===== config.mk =====
export PLATFORM = sky130hd
export DESIGN_NAME = rgbscp_device_flat
export DESIGN_NICKNAME = d
export VERILOG_FILES = /design/src/hdl/rgbscp_pkg.sv /design/src/hdl/rgbscp_if.sv /design/src/hdl/rgbscp_sync.sv /design/src/hdl/rgbscp_device.sv /design/src/flat_wrapper.sv
export VERILOG_INCLUDE_DIRS = /design/src /design/src/hdl
export SDC_FILE = /design/constraint.sdc
export NUM_CORES = 1
export LEC_CHECK = 0
export ABC_AREA = 1
export BUFFER_PORTS_ARGS = -buffer_cell sky130_fd_sc_hd__clkbuf_2
export CORE_MARGIN = 2
export CORE_UTILIZATION = 55
export DETAILED_ROUTE_END_ITERATION = 12
export PLACE_DENSITY = 0.76
export SLEW_MARGIN = 20
export SYNTH_ARGS = -nofsm -noshare
export SYNTH_HDL_FRONTEND = slang
export SYNTH_HIERARCHICAL = 1
export SYNTH_SLANG_ARGS = --single-unit
export TNS_END_PERCENT = 1

===== constraint.sdc =====
create_clock -name mclk_i -period 2.8 [get_ports mclk_i]
set_clock_uncertainty 0.15 [all_clocks]
set_input_delay 0.84 -clock mclk_i [delete_from_list [all_inputs] [get_ports mclk_i]]
set_output_delay 0.84 -clock mclk_i [all_outputs]
set_load 0.02 [all_outputs]

===== src/hdl/rgbscp_params.svh =====
// Constants for the three-channel LED serial control port.
// Assumes inclusion by bare name from package and modules alike.
`ifndef RGBSCP_PARAMS_SVH
`define RGBSCP_PARAMS_SVH

`define RGBSCP_FRAME_BITS    16
`define RGBSCP_CNT_W         5
`define RGBSCP_ADDR_RED      8'h01
`define RGBSCP_ADDR_GREEN    8'h02
`define RGBSCP_ADDR_BLUE     8'h03
`define RGBSCP_CHAN_RESET    8'h00
`define RGBSCP_EN_BIT        5
`define RGBSCP_CODE_MSB      4
`define RGBSCP_DATA_W        8
`define RGBSCP_NUM_CHAN      3
`define RGBSCP_NUM_PINS      8
`define RGBSCP_CLK_PERIOD_NS 10
// Shift clock period in ns; at least 330 ns, 500 ns gives 2 MHz.
`define RGBSCP_SCLK_PERIOD_NS 500
`define RGBSCP_SCLK_HALF_CYC ((`RGBSCP_SCLK_PERIOD_NS + 2*`RGBSCP_CLK_PERIOD_NS - 1) / (2*`RGBSCP_CLK_PERIOD_NS))
`define RGBSCP_STARTUP_NS    2000
`define RGBSCP_STARTUP_CYC   ((`RGBSCP_STARTUP_NS + `RGBSCP_CLK_PERIOD_NS - 1) / `RGBSCP_CLK_PERIOD_NS)
`define RGBSCP_HDIV_W        8
`define RGBSCP_WAIT_W        9
`define RGBSCP_REG_SEND      2'h0
`define RGBSCP_REG_STANDBY   2'h1
`define RGBSCP_REG_STATUS    2'h2

`endif


===== src/hdl/rgbscp_pkg.sv =====
// Types shared by both ends of the LED serial control port.
// Assumes rgbscp_params.svh is on the include path.
`include "rgbscp_params.svh"

package rgbscp_pkg;
  typedef logic [`RGBSCP_FRAME_BITS-1:0] rgbscp_frame_t;
  typedef logic [7:0]                    rgbscp_byte_t;
  typedef enum logic [1:0] {RGBSCP_IDLE, RGBSCP_SHIFT, RGBSCP_GAP, RGBSCP_WAIT} rgbscp_hstate_t;
endpackage : rgbscp_pkg


===== src/hdl/rgbscp_if.sv =====
// Link wires between the host controller and the LED driver port.
// Assumes both ends run on the same mclk domain; the shift clock is a plain wire.
`timescale 1ns/1ps
`default_nettype none

interface rgbscp_if;
  logic sclk;
  logic serial_in;
  logic frame_sel;
  logic standby_request_a;
  logic standby_request_b;

  modport host (
    output sclk,
    output serial_in,
    output frame_sel,
    output standby_request_a,
    output standby_request_b
  );
  modport device (
    input sclk,
    input serial_in,
    input frame_sel,
    input standby_request_a,
    input standby_request_b
  );
endinterface : rgbscp_if

`default_nettype wire


===== src/hdl/rgbscp_sync.sv =====
// Two-flop synchroniser, one per bit, for link pins entering mclk.
// Assumes the inputs are asynchronous levels.
`timescale 1ns/1ps
`default_nettype none

module rgbscp_sync #(
  parameter int W = 1
) (
  input  wire logic         mclk_i,
  input  wire logic         rst_n_i,
  input  wire logic [W-1:0] async_i,
  output logic      [W-1:0] sync_o
);
  import rgbscp_pkg::*;

  typedef struct packed {
    logic [W-1:0] meta;
    logic [W-1:0] sync;
  } rgbscp_sync_state_t;

  rgbscp_sync_state_t state_q;
  rgbscp_sync_state_t state_d;

  always_comb begin
    state_d      = state_q;
    state_d.meta = async_i;
    state_d.sync = state_q.meta;
  end

  always_ff @(posedge mclk_i) begin
    if (!rst_n_i) begin
      state_q <= '0;
    end else begin
      state_q <= state_d;
    end
  end

  assign sync_o = state_q.sync;
endmodule : rgbscp_sync

`default_nettype wire


===== src/hdl/rgbscp_device.sv =====
// LED driver end: receives 16-bit frames on the three-wire link, holds the
// red, green and blue channel settings and gates the three outputs.
// Assumes every link pin and gate pin is asynchronous to mclk and that the
// shift clock levels last at least three mclk cycles, so that the two-flop
// synchroniser can see each of them.
//
// Local design decisions: the register offsets and the address-and-strobe port.
`timescale 1ns/1ps
`default_nettype none
`include "rgbscp_params.svh"

module rgbscp_device (
  input  wire logic        mclk_i,
  input  wire logic        rst_n_i,
  rgbscp_if.device         link,
  input  wire logic        red_gate_input_i,
  input  wire logic        green_gate_input_i,
  input  wire logic        blue_gate_input_i,
  output logic             red_output_o,
  output logic             green_output_o,
  output logic             blue_output_o,
  output logic [4:0]       red_code_o,
  output logic [4:0]       green_code_o,
  output logic [4:0]       blue_code_o,
  output logic             standby_o
);
  import rgbscp_pkg::*;

  // ----------------------------------------------------------------------
  // Pin synchronisation
  // ----------------------------------------------------------------------
  // All link and gate pins pass the same two flops. Equal delay keeps the
  // data line in step with the shift clock, so sampling on the synchronised
  // edge sees the bit that stood at the pin when the clock rose.
  // The gate pins are levels from elsewhere on the board, so they are
  // treated the same way although nothing about them is timed.
  logic [`RGBSCP_NUM_PINS-1:0] pins_a;
  logic [`RGBSCP_NUM_PINS-1:0] pins_s;

  assign pins_a = {link.sclk,
                   link.serial_in,
                   link.frame_sel,
                   link.standby_request_a,
                   link.standby_request_b,
                   blue_gate_input_i,
                   green_gate_input_i,
                   red_gate_input_i};

  rgbscp_sync #(
    .W (`RGBSCP_NUM_PINS)
  ) u_sync (
    .mclk_i  (mclk_i),
    .rst_n_i (rst_n_i),
    .async_i (pins_a),
    .sync_o  (pins_s)
  );

  logic                        sclk_s;
  logic                        sdi_s;
  logic                        sel_s;
  logic                        sba_s;
  logic                        sbb_s;
  logic [`RGBSCP_NUM_CHAN-1:0] gate_s;

  // The red gate lands in bit zero, which matches the channel index below.
  assign {sclk_s, sdi_s, sel_s, sba_s, sbb_s, gate_s} = pins_s;

  // ----------------------------------------------------------------------
  // State
  // ----------------------------------------------------------------------
  typedef struct packed {
    logic                                sclk_prev;
    logic                                sel_prev;
    logic [`RGBSCP_CNT_W-1:0]            count;
    rgbscp_frame_t                       shift;
    rgbscp_byte_t [`RGBSCP_NUM_CHAN-1:0] chan;
    logic [`RGBSCP_NUM_CHAN-1:0]         outs;
    logic                                standby;
  } rgbscp_dev_state_t;

  rgbscp_dev_state_t state_q;
  rgbscp_dev_state_t state_d;

  // ----------------------------------------------------------------------
  // Link edges
  // ----------------------------------------------------------------------
  // The previous levels reset to the idle levels of the pins, clock low and
  // select low, so no false edge follows the release of reset. Data is
  // taken on the synchronised rising edge of the shift clock only.
  logic sclk_rise;
  logic sel_fall;
  logic shift_open;

  assign sclk_rise  = sclk_s && !state_q.sclk_prev;
  assign sel_fall   = !sel_s && state_q.sel_prev;
  // Bits past the sixteenth are kept out by closing the shifter, so the
  // first sixteen bits of an overlong frame are the ones that survive.
  assign shift_open = state_q.count < `RGBSCP_CNT_W'(`RGBSCP_FRAME_BITS);

  // ----------------------------------------------------------------------
  // Frame fields
  // ----------------------------------------------------------------------
  // Address bit seven arrives first, so after sixteen shifts the address
  // sits in the upper byte and data bit zero in the lowest bit.
  rgbscp_byte_t frame_addr;
  rgbscp_byte_t frame_data;
  logic         frame_full;
  logic         commit;

  assign frame_addr = state_q.shift[`RGBSCP_FRAME_BITS-1 -: `RGBSCP_DATA_W];
  assign frame_data = state_q.shift[`RGBSCP_DATA_W-1:0];
  // A select fall after a short count commits nothing.
  assign frame_full = state_q.count == `RGBSCP_CNT_W'(`RGBSCP_FRAME_BITS);
  assign commit     = sel_fall && frame_full;

  // ----------------------------------------------------------------------
  // Channel decode
  // ----------------------------------------------------------------------
  // Each channel owns one address. A frame for any other address hits no
  // channel and so leaves every setting as it was.
  localparam rgbscp_byte_t CHAN_ADDR [`RGBSCP_NUM_CHAN] = '{
    `RGBSCP_ADDR_RED,
    `RGBSCP_ADDR_GREEN,
    `RGBSCP_ADDR_BLUE
  };

  logic [`RGBSCP_NUM_CHAN-1:0]         chan_hit;
  logic [`RGBSCP_NUM_CHAN-1:0]         chan_lit;
  rgbscp_byte_t [`RGBSCP_NUM_CHAN-1:0] chan_nxt;

  for (genvar i = 0; i < `RGBSCP_NUM_CHAN; i++) begin : g_chan
    assign chan_hit[i] = commit && (frame_addr == CHAN_ADDR[i]);
    // A write to one channel passes the other two through untouched.
    assign chan_nxt[i] = chan_hit[i] ? frame_data : state_q.chan[i];
    // The gate passes light only through a channel that software enabled.
    assign chan_lit[i] = state_q.chan[i][`RGBSCP_EN_BIT] && gate_s[i];
  end

  // ----------------------------------------------------------------------
  // Next state
  // ----------------------------------------------------------------------
  // Shifting and standby are decided in this process; it takes commit and gating from the channel decode.
  always_comb begin
    state_d           = state_q;
    state_d.sclk_prev = sclk_s;
    state_d.sel_prev  = sel_s;
    if (sel_s && sclk_rise && shift_open) begin
      state_d.shift = {state_q.shift[`RGBSCP_FRAME_BITS-2:0], sdi_s};
      state_d.count = state_q.count + `RGBSCP_CNT_W'(1);
    end
    // The count restarts whenever select is low, so a short frame leaves no
    // bits behind for the next frame to complete.
    if (!sel_s) begin
      state_d.count = '0;
    end
    state_d.chan    = chan_nxt;
    state_d.standby = !sba_s && !sbb_s;
    // Standby forces the outputs off too, so a lit channel never outlives
    // the request for standby.
    state_d.outs    = state_d.standby ? '0 : chan_lit;
  end

  // ----------------------------------------------------------------------
  // Registers
  // ----------------------------------------------------------------------
  // Reset clears every channel, which leaves all outputs off until software
  // enables a channel.
  always_ff @(posedge mclk_i) begin
    if (!rst_n_i) begin
      state_q      <= '0;
      state_q.chan <= {`RGBSCP_NUM_CHAN{`RGBSCP_CHAN_RESET}};
    end else begin
      state_q <= state_d;
    end
  end

  // ----------------------------------------------------------------------
  // Outputs
  // ----------------------------------------------------------------------
  // Only the current code leaves the block; the enable bit acts solely
  // through the gated outputs.
  assign red_output_o   = state_q.outs[0];
  assign green_output_o = state_q.outs[1];
  assign blue_output_o  = state_q.outs[2];
  assign red_code_o     = state_q.chan[0][`RGBSCP_CODE_MSB:0];
  assign green_code_o   = state_q.chan[1][`RGBSCP_CODE_MSB:0];
  assign blue_code_o    = state_q.chan[2][`RGBSCP_CODE_MSB:0];
  // The standby flag trails the pins by three cycles: two flops, one register.
  assign standby_o      = state_q.standby;
endmodule : rgbscp_device

`default_nettype wire


===== src/flat_wrapper.sv =====
// flat-port wrapper written by rule: the top's interface ports become plain ports
module rgbscp_device_flat import rgbscp_pkg::*;
  (mclk_i, rst_n_i, red_gate_input_i, green_gate_input_i, blue_gate_input_i, red_output_o, green_output_o, blue_output_o, red_code_o, green_code_o, blue_code_o, standby_o, link_sclk, link_serial_in, link_frame_sel, link_standby_request_a, link_standby_request_b);
  rgbscp_if link_i ();
  input  wire logic mclk_i;
  input  wire logic rst_n_i;
  input  wire logic red_gate_input_i;
  input  wire logic green_gate_input_i;
  input  wire logic blue_gate_input_i;
  output logic red_output_o;
  output logic green_output_o;
  output logic blue_output_o;
  output logic [4:0] red_code_o;
  output logic [4:0] green_code_o;
  output logic [4:0] blue_code_o;
  output logic standby_o;
  input wire logic [$bits(link_i.sclk)-1:0] link_sclk;
  input wire logic [$bits(link_i.serial_in)-1:0] link_serial_in;
  input wire logic [$bits(link_i.frame_sel)-1:0] link_frame_sel;
  input wire logic [$bits(link_i.standby_request_a)-1:0] link_standby_request_a;
  input wire logic [$bits(link_i.standby_request_b)-1:0] link_standby_request_b;
  assign link_i.sclk = link_sclk;
  assign link_i.serial_in = link_serial_in;
  assign link_i.frame_sel = link_frame_sel;
  assign link_i.standby_request_a = link_standby_request_a;
  assign link_i.standby_request_b = link_standby_request_b;
  rgbscp_device u_core (.mclk_i(mclk_i), .rst_n_i(rst_n_i), .link(link_i), .red_gate_input_i(red_gate_input_i), .green_gate_input_i(green_gate_input_i), .blue_gate_input_i(blue_gate_input_i), .red_output_o(red_output_o), .green_output_o(green_output_o), .blue_output_o(blue_output_o), .red_code_o(red_code_o), .green_code_o(green_code_o), .blue_code_o(blue_code_o), .standby_o(standby_o));
endmodule

After elaboration in Yosys (flattened, before gate mapping)
Index checks and enable logic that the tools add are counted.
{ "word_totals": {"reg_bits": 61, "output_inout_bits": 19, "in_bits": 10, "elab_cells": 36} }
{ "classes": {"bitwise": 1, "n_addsub": 1, "n_eq_ne": 4, "n_lt_le_gt_ge": 1, "n_reduce_logical": 18} }
{ "op_table": {"columns": ["cell", "n"], "rows": [
  ["$eq A8 B2 Y1 const B", 2],
  ["$logic_and A1 B1 Y1", 12],
  ["$eq A8 B1 Y1 const B", 1],
  ["$add A5 B1 Y5 const B", 1],
  ["$eq A5 B5 Y1 const B", 1],
  ["$lt A5 B5 Y1 const B", 1],
  ["$logic_not A1 Y1", 4],
  ["$reduce_and A2 Y1", 1],
  ["$reduce_or A2 Y1", 1],
  ["$not A1 Y1", 1]
]} }

Depth between registers and ports, before layout
Gate-level depths: netlist of run 1.
{ "logic_depth": {"depth_word": 4, "depth_mapped": 10, "mapped_depth_nobuf": 9} }

Cells and area by module
The synthesis of run 1 kept the hierarchy.
{ "modules_own_cells": {"columns": ["module", "seq_area_each_um2", "cells_per_inst", "area_per_inst_um2", "instances"], "rows": [
  ["rgbscp_device", 900.9, 260, 1969.4, 1],
  ["rgbscp_sync", 320.3, 50, 484.2, 1]
]} }

Worst setup path before layout of run 1
OpenSTA, ideal clock, no wires.
{ "synth_path": {"path_type": "input to register", "from": "in rst_n_i", "to": "reg u_core/state_q[44] (netlist name)", "path_stages": 5, "path_buffers": 1, "t_required_ns": 2.580, "setup_time_ns": 0.070, "setup_slack_ns": 1.259, "t_arrival_ns": 1.321, "path_cell_list": "buf_2 > nand2_1 > inv_1 > o21ai_1 > a21oi_1"} }
{ "synth_via": {"elab_chain_cells": 1} }
{ "synth_lines": {"columns": ["item", "line_no", "source"], "rows": [
  ["start, declared", "flat_wrapper.sv:6", "input wire logic rst_n_i;"],
  ["$reduce_and A2 Y1 (no line)", null, null],
  ["end signal, assigned", "rgbscp_device.sv:173", "state_q <= state_d;"],
  ["end, declared", "rgbscp_device.sv:81", "rgbscp_dev_state_t state_q;"]
]} }
Every way passes these cells.
A chain may end at the register's enable or synchronous reset.

Final worst setup path of run 1
{ "layout_path": {"from": "reg u_core.state_q (netlist bit u_core/blue_code_o[3])", "to": "out blue_code_o[3]"} }
{ "layout_lines": {"columns": ["item", "line_no", "source"], "rows": [
  ["end, declared", "flat_wrapper.sv:15", "output logic [4:0] blue_code_o;"]
]} }
No word-level cell between the ends.

==> impl_metrics.csv, run 1 <==
group,metric,value,unit
clock_network,clockBufferDepth,2,
yosys,synth-edff-count,0,
pwr,p_comb_share,3.6,%
pwr,p_leak,1.20,nW
pwr,powerDensity,600,nW/um^2
pwr,seqPwrFrac,56.5,%
clock_network,clockRootBuffer,"clkbuf_8",
yosys,synth_top_area_cell,"dfxtp_1",
clock_network,cts_tree,"done",
yosys,synth.top_cell.area_share,49.8,%
pwr,clkPwrFrac,39.9,%
clock_network,cts_hold_buf,0,
setup_path,endpoint_kind,"output port",
timing,drv_slew,0,
pwr,power.switching,0.000356,W
setup_path,criticalPathCategory,"flop to output port",
setup_path,crit_arrival,0.84,ns
clock_network,clock_latency,0.33,ns
grt,grt_overflow,0,
setup_path,critPathLaunchType,"flop",
die,rows,24,
yosys,yosysWarnings,6,
timing,fmax,0.546,GHz
timing,fin_setup_tns,0,ns
grt,grt_usage,17.5,%
clock_network,cts_made_buffers,9,
routing,ant_nets,0,
timing,period_needed,1.83,ns
timing,post-route-period-util,65.4,%
yosys,async_reset_ff_share,0,%
yosys,ys_seq_area_share,49.8,%
timing,rsz0062_at_grt,"no",
setup_path,crit_chain,"clkbuf_2",
hold_path,hold_class,"flop to flop",
clock_network,clk_pin_slew_worst_paths,0.06,ns
layout,num-fill-cells,413,
place,gp_congestion,0.777,
timing,setup_viol,0,
place,portBuffers,28,
pwr,p_sw_share,22.6,%
layout,area_delta_synth_final,6.94,%
layout,stdcell_area,2620,sq um
yosys,yosysUniqueCellTypes,21,
run,max_cap_violations,0,
yosys,synth_seq_cells,61,
routing,wl,3920,um
clock_network,ctsResizeCount,0,
die,boundaryPins,29,
grt,antenna_found_initial,0,
layout,final_core_util,60.7,%
place,place_area,2460,sq um
setup_path,crit_family,"flip-flops",
yosys,synthCells,310,
routing,via_per_inst,4.68,
layout,layout.nets,338,
timing,maxSlewHeadroom,60.1,%
run_status,status,"completed",
clock_network,postCtsSetupRepairBufs,0,
grt,grt_pass1_wl,6690,um
setup_path,cp.required,1.81,ns
layout,antennaDiodeCount,0,
clock_network,cts_sinks,61,
die,initial_core_util,56.7,%
grt,grt_pass1_vias,1595,
routing,vias,1792,
yosys,synthesis.area,2450,sq um
setup_path,critPathBufInv,1,
yosys,avgSynthCellArea,7.91,sq um
pwr,internal_power,0.00122,W
grt,grt_max_degree,36,
yosys,ys.flop_type,"dfxtp_1",
yosys,synth_nets,322,
place,dp_hpwl,2650,um
routing,drtPass1Iterations,4,
die,core_area,4320,sq um
routing,drt_iter0_markers,88,
yosys,synth.most_common_cell,"dfxtp_1",
setup_path,cp_max_fo,2,
pwr,irDropWorstVdd,0.450,mV
layout,drive_gt1_share,21.1,%
timing,worst_pin_slew,0.598,ns
die,dieArea,5010,sq um
timing,final-hold-violation-count,0,
yosys,synth_area_leaders,"dfxtp_1 (50%), nor2_1 (8.6%), nand2_1 (7.2%)",
clock_network,ctsHtreeMaxLevel,3,
die,die_x,70.8,um
yosys,yosys-top-cells-count,"dfxtp_1 (61), nor2_1 (56), nand2_1 (47)",
setup_path,slowest_stage,"dfxtp_1",
die,dieHeight,70.8,um
routing,drt-wirelength-per-cell,10.2,um
setup_path,max_stage_delay,0.34,ns
routing,drc,0,
-- layer usage --
metal	global-route usage [%]	vias up	wire length, um	part of all wire, %
li1	-	967	-	-
met1	19.0	783	1770	45
met2	28.7	34	1860	47
met3	8.97	8	223	5.7
met4	7.55	0	70	1.8
met5	0	-	0	0
-- metrics by stage --
| step | power (W) | hold slack (ns) | setup WS, ns | std cells |
|---|---|---|---|---|
| 2_1_floorplan | 0.000956 | 0.240 | 1.26 | 310 |
| 3_3_place_gp | 0.000964 | 0.243 | 0.778 | 367 |
| 3_5_place_dp | 0.000966 | 0.246 | 0.746 | 367 |
| 4_1_cts | 0.00160 | 0.259 | 0.940 | 383 |
| 5_1_grt | 0.00165 | 0.284 | 0.910 | 383 |
| 6_report | 0.00157 | 0.260 | 0.970 | 383 |
-- worst min-delay path, cell delays in order, from the launching register on --
cell	delay (ns)
dfxtp_1	0.30
nand2_1	0.04
inv_1	0.04
-- flip-flops by register name (all words and copies together) (netlist names), 5 cells and up --
| register | cells |
|---|---|
| u_core/u_sync/sync_o | 8 |
| u_core/frame_addr | 8 |
| u_core/u_sync/state_d | 8 |
| u_core/red_code_o | 5 |
| u_core/blue_code_o | 5 |
| u_core/state_q | 10 |
| u_core/frame_data | 8 |
| u_core/green_code_o | 5 |
-- cell usage in the layout (no fill, tap or decap) --
| cell | instances |
|---|---|
| clkinv_2 | 4 |
| nor3b_1 | 1 |
| nor2_4 | 5 |
| inv_2 | 6 |
| nor2_1 | 56 |
| o21ai_0 | 17 |
| buf_4 | 2 |
| nor2_2 | 3 |
| clkbuf_8 | 9 |
| nand3_1 | 21 |
| nand2_1 | 47 |
| inv_6 | 1 |
| ha_1 | 2 |
| o21ai_1 | 4 |
| nand3_4 | 1 |
| clkinvlp_4 | 1 |
| dfxtp_1 | 61 |
| nand2_2 | 10 |
| clkbuf_1 | 2 |
| a21oi_1 | 16 |
| inv_1 | 34 |
| clkbuf_2 | 28 |
-- cell families after synthesis --
| group | after synthesis | share of synthesized area (%) |
|---|---|---|
| DFF | 61 | 49.8 |
| adders and majority gates | 2 | 1.02 |
| and+or+nand+nor | 144 | 26.7 |
| buffers and inverters | 66 | 15.0 |
| AOI/OAI and AO/OA | 37 | 7.55 |
-- worst paths after layout --
check,start,slack (ns),cells past startpoint,endpoint
hold reg to reg,u_core/u_sync/state_d[5],0.26,2,u_core/u_sync/sync_o[5]
hold / removal,u_core/u_sync/state_d[5],0.26,2,u_core/u_sync/sync_o[5]
setup reg to reg,u_core/u_sync/sync_o[5],1.28,7,u_core/state_q[46]
setup / recovery,u_core/blue_code_o[3],0.97,1,blue_code_o[3]
-- final cells by class --
| class | instances | area, sq um | share of cell area, % |
|---|---|---|---|
| flip-flops and latches | 61 | 1220 | 46.5 |
| multi-input cells | 183 | 865 | 33.0 |
| inverters | 41 | 159 | 6.06 |
| repair buffers | 30 | 155 | 5.91 |
| well taps | 52 | 65.1 | 2.48 |
| clock buffers | 11 | 131 | 5.01 |
| clock inverters | 5 | 27.5 | 1.05 |
-- power groups by stage --
| stage | Sequential [W] | Clock (W) | Combinational, W |
|---|---|---|---|
| after floorplan | 0.000909 | 0 | 0.0000474 |
| final | 0.000889 | 0.000629 | 0.0000570 |
| after global placement | 0.000908 | 0 | 0.0000563 |
| after detailed placement | 0.000908 | 0 | 0.0000573 |
| after CTS | 0.000889 | 0.000655 | 0.0000578 |
| after global routing | 0.000890 | 0.000691 | 0.0000660 |
No activity file was read; power rests on OpenSTA's default activity.
==> run 2, diff against run 1 <==
==> constraint.sdc (replaced) <==
create_clock -name mclk_i -period 1.7 [get_ports mclk_i]
set_clock_uncertainty 0.15 [all_clocks]
set_input_delay 0.51 -clock mclk_i [delete_from_list [all_inputs] [get_ports mclk_i]]
set_output_delay 0.51 -clock mclk_i [all_outputs]
set_load 0.02 [all_outputs]
==> run 2 against run 1 <==
Effect of this change: register-to-register slack got worse by 1.1 ns; first-iteration DRC count rose by 16%; sequential cell count did not move; critical endpoint is now blue_code_o[1].
==> impl_metrics.csv, run 2 (same netlist as run 1, synthesis figures left out) <==
group,metric,value,unit
clock_network,cts_made_buffers,9,
timing,worst_pin_slew,0.320,ns
routing,drt-wirelength-per-cell,10.4,um
setup_path,cp.depth,1,
setup_path,crit_family,"flip-flops",
grt,grt_pass1_wl,6930,um
place,dp_cells,369,
clock_network,ctsResizeCount,0,
layout,num-fill-cells,394,
grt,grt_pass1_vias,1674,
layout,mostFrequentLayoutCells,"dfxtp_1 (61), nor2_1 (56), nand2_1 (47)",
place,dp_hpwl,2800,um
die,boundaryPins,29,
layout,layout_commonest_cell,"dfxtp_1",
clock_network,cts_tree,"done",
routing,drt_iter0_markers,102,
timing,final-hold-violation-count,0,
pwr,p_leak,1.25,nW
timing,maxSlewHeadroom,78.4,%
layout,drive_gt1_share,22.0,%
pwr,p_sw_share,19.9,%
grt,grt_overflow,0,
routing,drc,0,
layout,antennaDiodeCount,0,
place,gp_congestion,0.831,
clock_network,postCtsSetupRepairBufs,0,
clock_network,clockBufferDepth,2,
pwr,powerDensity,1110,nW/um^2
layout,final_cells,384,
layout,area_delta_synth_final,11.1,%
die,rows,24,
setup_path,max_stage_delay,0.34,ns
pwr,internal_power,0.00243,W
setup_path,criticalPathCategory,"flop to output port",
place,place_area,2490,sq um
setup_path,crit_start,"u_core/blue_code_o[1]",
die,core_area,4320,sq um
clock_network,cts_hold_buf,0,
setup_path,cp.required,1.04,ns
pwr,seqPwrFrac,48.2,%
pwr,irDropWorstVdd,0.479,mV
setup_path,cp_max_fo,2,
setup_path,reg2reg_depth,9,
layout,top_register,"u_core/state_q",
layout,largest_reg_flops,10,
clock_network,clockRootBuffer,"clkbuf_8",
timing,fmax,0.667,GHz
setup_path,endpoint_kind,"output port",
clock_network,ctsHtreeMaxLevel,3,
place,pre_cts_slack,0.246,ns
routing,via_per_inst,4.73,
run,max_cap_violations,0,
die,dieHeight,70.8,um
setup_path,crit_chain,"clkbuf_2",
routing,drtPass1Iterations,4,
pwr,power.switching,0.000604,W
timing,drv_slew,0,
place,portBuffers,28,
timing,post-route-period-util,88.1,%
setup_path,slowest_stage,"dfxtp_1",
routing,ant_nets,0,
timing,setup_viol,0,
pwr,p_comb_share,3.3,%
grt,grt_usage,17.9,%
grt,grt_max_degree,42,
timing,rsz0062_at_grt,"no",
hold_path,hold_class,"input port to flop",
setup_path,critPathBufInv,1,
pwr,clkPwrFrac,48.5,%
clock_network,cts_sinks,61,
setup_path,critPathLaunchType,"flop",
clock_network,clk_pin_slew_worst_paths,0.07,ns
die,initial_core_util,56.7,%
grt,antenna_found_initial,0,
hold_path,hold_depth,3,
die,dieArea,5010,sq um
routing,wl,4000,um
run_status,status,"completed",
layout,layout.nets,340,
timing,period_needed,1.50,ns
setup_path,timing.rr.start,"u_core/state_q[44]",
timing,setup_slack,0.202,ns
layout,stdcell_area,2730,sq um
timing,fin_setup_tns,0,ns
routing,vias,1817,
clock_network,clock_latency,0.33,ns
die,die_x,70.8,um
setup_path,crit_arrival,0.84,ns
hold_path,min-delay-start,"green_gate_input_i",
[run 2: worst reg2reg max path: cells and delay by family (launching register included)]
kind	cells	cell delay [ns]
fa+ha+maj	1	0.15
flops	1	0.32
simple gates	5	0.43
buf+inv	3	0.32
[run 2: area by class of cell]
cell class                      instances  area, sq um  share of cell area [%]
Clock inverter                          3         67.6                    2.48
Inverter                               41          159                    5.83
Multi-Input combinational cell        183          865                    31.7
Clock buffer                           12          165                    6.06
Sequential cell                        61         1220                    44.8
Tap cell                               52         65.1                    2.39
Timing Repair Buffer                   32          183                    6.70
[run 2: power by group through the flow]
stage | Sequential [W] | Clock, W | Combinational (W)
4_1_cts | 0.00146 | 0.00150 | 0.0000997
5_1_grt | 0.00146 | 0.00156 | 0.000114
6_report | 0.00146 | 0.00147 | 0.0000991
3_5_place_dp | 0.00150 | 0 | 0.0000995
2_1_floorplan | 0.00150 | 0 | 0.0000781
3_3_place_gp | 0.00150 | 0 | 0.0000966
[run 2: path summary, 6_finish.rpt]
kind	endpoint	slack (ns)
hold reg to reg	u_core/standby_o	0.26
setup / recovery	blue_code_o[1]	0.20
setup reg to reg	u_core/state_q[25]	0.22
hold / removal	u_core/u_sync/state_d[1]	0.21
[run 2: layer usage]
metal	vias to the layer above	track usage [%]	part of all wire (%)
met5	-	0	0
met4	0	6.92	0.83
met3	4	7.41	5.3
met2	45	29.7	48
met1	799	20.6	46
li1	969	-	-
[run 2: stage by stage]
stage | power (W) | hold WS, ns | util [%]
final | 0.00303 | 0.209 | 63.0
after global placement | 0.00159 | 0.243 | 57.6
after floorplan | 0.00157 | 0.240 | -
after detailed placement | 0.00160 | 0.247 | 57.6
after global routing | 0.00314 | 0.201 | 63.0
after CTS | 0.00307 | 0.193 | 63.0
==> run 3, diff against run 2 <==
--- a/config.mk
+++ b/config.mk
@@ -8,11 +8,11 @@
 export LEC_CHECK = 0
 export ABC_AREA = 1
 export BUFFER_PORTS_ARGS = -buffer_cell sky130_fd_sc_hd__clkbuf_2
-export CORE_MARGIN = 2
+export CORE_ASPECT_RATIO = 0.6
 export CORE_UTILIZATION = 55
 export DETAILED_ROUTE_END_ITERATION = 12
 export PLACE_DENSITY = 0.76
-export SLEW_MARGIN = 20
+export SLEW_MARGIN = 5
 export SYNTH_ARGS = -nofsm -noshare
 export SYNTH_HDL_FRONTEND = slang
 export SYNTH_HIERARCHICAL = 1
==> run 3 against run 2 <==
Effect of this change: worst hold slack worse by 0.0085 ns; register-to-register slack about the same; count of clock-buffer cells in the layout fell by 2; sequential share of layout area about the same; wire length up 4.7%; design area hardly changed; sequential power about the same; first-iteration DRC count increased by 12%; cell count rose by 2.3%; total power shrank 5.4%; setup slack lost 0.016 ns; die area down 5.4%.
==> impl_metrics.csv, run 3 (same netlist as run 1, synthesis figures left out) <==
group,metric,value,unit
run,max_cap_violations,0,
die,initial_core_util,58.6,%
setup_path,reg2reg_depth,9,
routing,drt-wirelength-per-cell,10.7,um
die,core_area,4190,sq um
clock_network,clockBufferDepth,2,
timing,setup_viol,0,
grt,grt_pass1_wl,7220,um
timing,maxSlewHeadroom,77.8,%
setup_path,slowest_stage,"dfxtp_1",
routing,drt_iter0_markers,114,
place,dp_hpwl,3000,um
layout,layout_commonest_cell,"dfxtp_1",
clock_network,clockRootBuffer,"clkbuf_8",
pwr,irDropWorstVdd,0.738,mV
die,die_x,88.2,um
timing,post-route-period-util,89.1,%
die,dieHeight,53.7,um
grt,grt_usage,21.2,%
hold_path,hold_depth,3,
die,dieArea,4740,sq um
hold_path,whs_endpoint,"u_core/u_sync/state_d[1]",
layout,antennaDiodeCount,0,
layout,largest_reg_flops,10,
grt,grt_overflow,0,
setup_path,cp_max_fo,2,
timing,final-hold-violation-count,0,
place,gp_congestion,0.796,
place,portBuffers,28,
clock_network,postCtsSetupRepairBufs,0,
pwr,p_leak,1.24,nW
timing,fmax,0.660,GHz
layout,layout.nets,340,
setup_path,critPathBufInv,1,
routing,drtPass1Iterations,4,
layout,top_register,"u_core/state_q",
die,rows,18,
routing,ant_nets,0,
setup_path,crit_chain,"clkbuf_2",
hold_path,min-delay-start,"green_gate_input_i",
clock_network,cts_made_buffers,9,
timing,worst_pin_slew,0.330,ns
layout,mostFrequentLayoutCells,"dfxtp_1 (61), nor2_1 (56), nand2_1 (47)",
setup_path,crit_arrival,0.85,ns
timing,period_needed,1.51,ns
setup_path,timing.rr.start,"u_core/state_q[44]",
grt,antenna_found_initial,0,
pwr,powerDensity,1050,nW/um^2
routing,via_per_inst,4.68,
clock_network,ctsResizeCount,0,
clock_network,cts_sinks,61,
setup_path,cp.required,1.04,ns
routing,wl,4190,um
timing,drv_slew,0,
clock_network,ctsHtreeMaxLevel,3,
place,pre_cts_slack,0.210,ns
clock_network,cts_hold_buf,0,
hold_path,hold_class,"input port to flop",
layout,drive_gt1_share,22.2,%
layout,final_core_util,65.0,%
setup_path,timing.rr.end,"u_core/red_code_o[0]",
setup_path,endpoint_kind,"output port",
grt,grt_max_degree,37,
setup_path,critPathLaunchType,"flop",
setup_path,crit_family,"flip-flops",
timing,rsz0062_at_grt,"no",
timing,setup_slack,0.185,ns
routing,vias,1841,
timing,fin_setup_tns,0,ns
run_status,status,"completed",
setup_path,max_stage_delay,0.35,ns
setup_path,r2r_slack,0.21,ns
setup_path,criticalPathCategory,"flop to output port",
die,boundaryPins,29,
routing,drc,0,
grt,grt_pass1_vias,1644,
clock_network,clock_latency,0.34,ns
layout,area_delta_synth_final,11.0,%
clock_network,cts_tree,"done",
clock_network,clk_pin_slew_worst_paths,0.07,ns
run 3: changes by cell type in the layout (fill, tap and decap cells not counted):
| cell | change |
|---|---|
| clkinv_4 | +2 |
| bufinv_16 | -1 |
| buf_4 | -1 |
| clkbuf_8 | -2 |
| clkinvlp_4 | +1 |
| inv_6 | +1 |
| buf_12 | +1 |
run 3: layout make-up:
class,instances,area (sq um)
Clock inverter,6,71.3
Timing Repair Buffer,32,195
Tap cell,60,75.1
Multi-Input combinational cell,183,865
Fill cell,363,1470
Sequential cell,61,1220
Clock buffer,10,138
Inverter,41,159
run 3: how the worst max path moves through the flow:
stage | from | endpoint | cells after the start
after global routing | u_core/state_q[44] | u_core/blue_code_o[4] | 9
after global placement | u_core/state_q[44] | u_core/blue_code_o[0] | 9
after CTS | u_core/blue_code_o[2] | blue_code_o[2] | 1
after floorplan | u_core/state_q[44] | u_core/green_code_o[1] | 10
after detailed placement | u_core/state_q[44] | u_core/blue_code_o[4] | 9
final | u_core/blue_code_o[2] | blue_code_o[2] | 1
run 3: layer usage:
layer	track usage (%)	vias up	wire [um]
li1	-	975	-
met1	27.9	799	2040
met4	8.33	0	12
met5	0	-	0
met3	9.36	3	378
met2	30.6	64	1760
run 3: report_power, final:
part           switching (W)  total, W  internal (W)
sequential        0.00000947   0.00146       0.00145
combinational      0.0000619  0.000102     0.0000396
clock               0.000580   0.00131      0.000725
total               0.000651   0.00287       0.00222
run 3: per-stage QoR:
stage	cells	area [sq um]	hold slack [ns]	total power [W]
floorplan	310	2450	0.240	0.00157
global placement	377	2510	0.244	0.00160
finish	393	2720	0.201	0.00287
CTS	393	2720	0.182	0.00291
detailed placement	377	2510	0.245	0.00160
global route	393	2720	0.192	0.00299
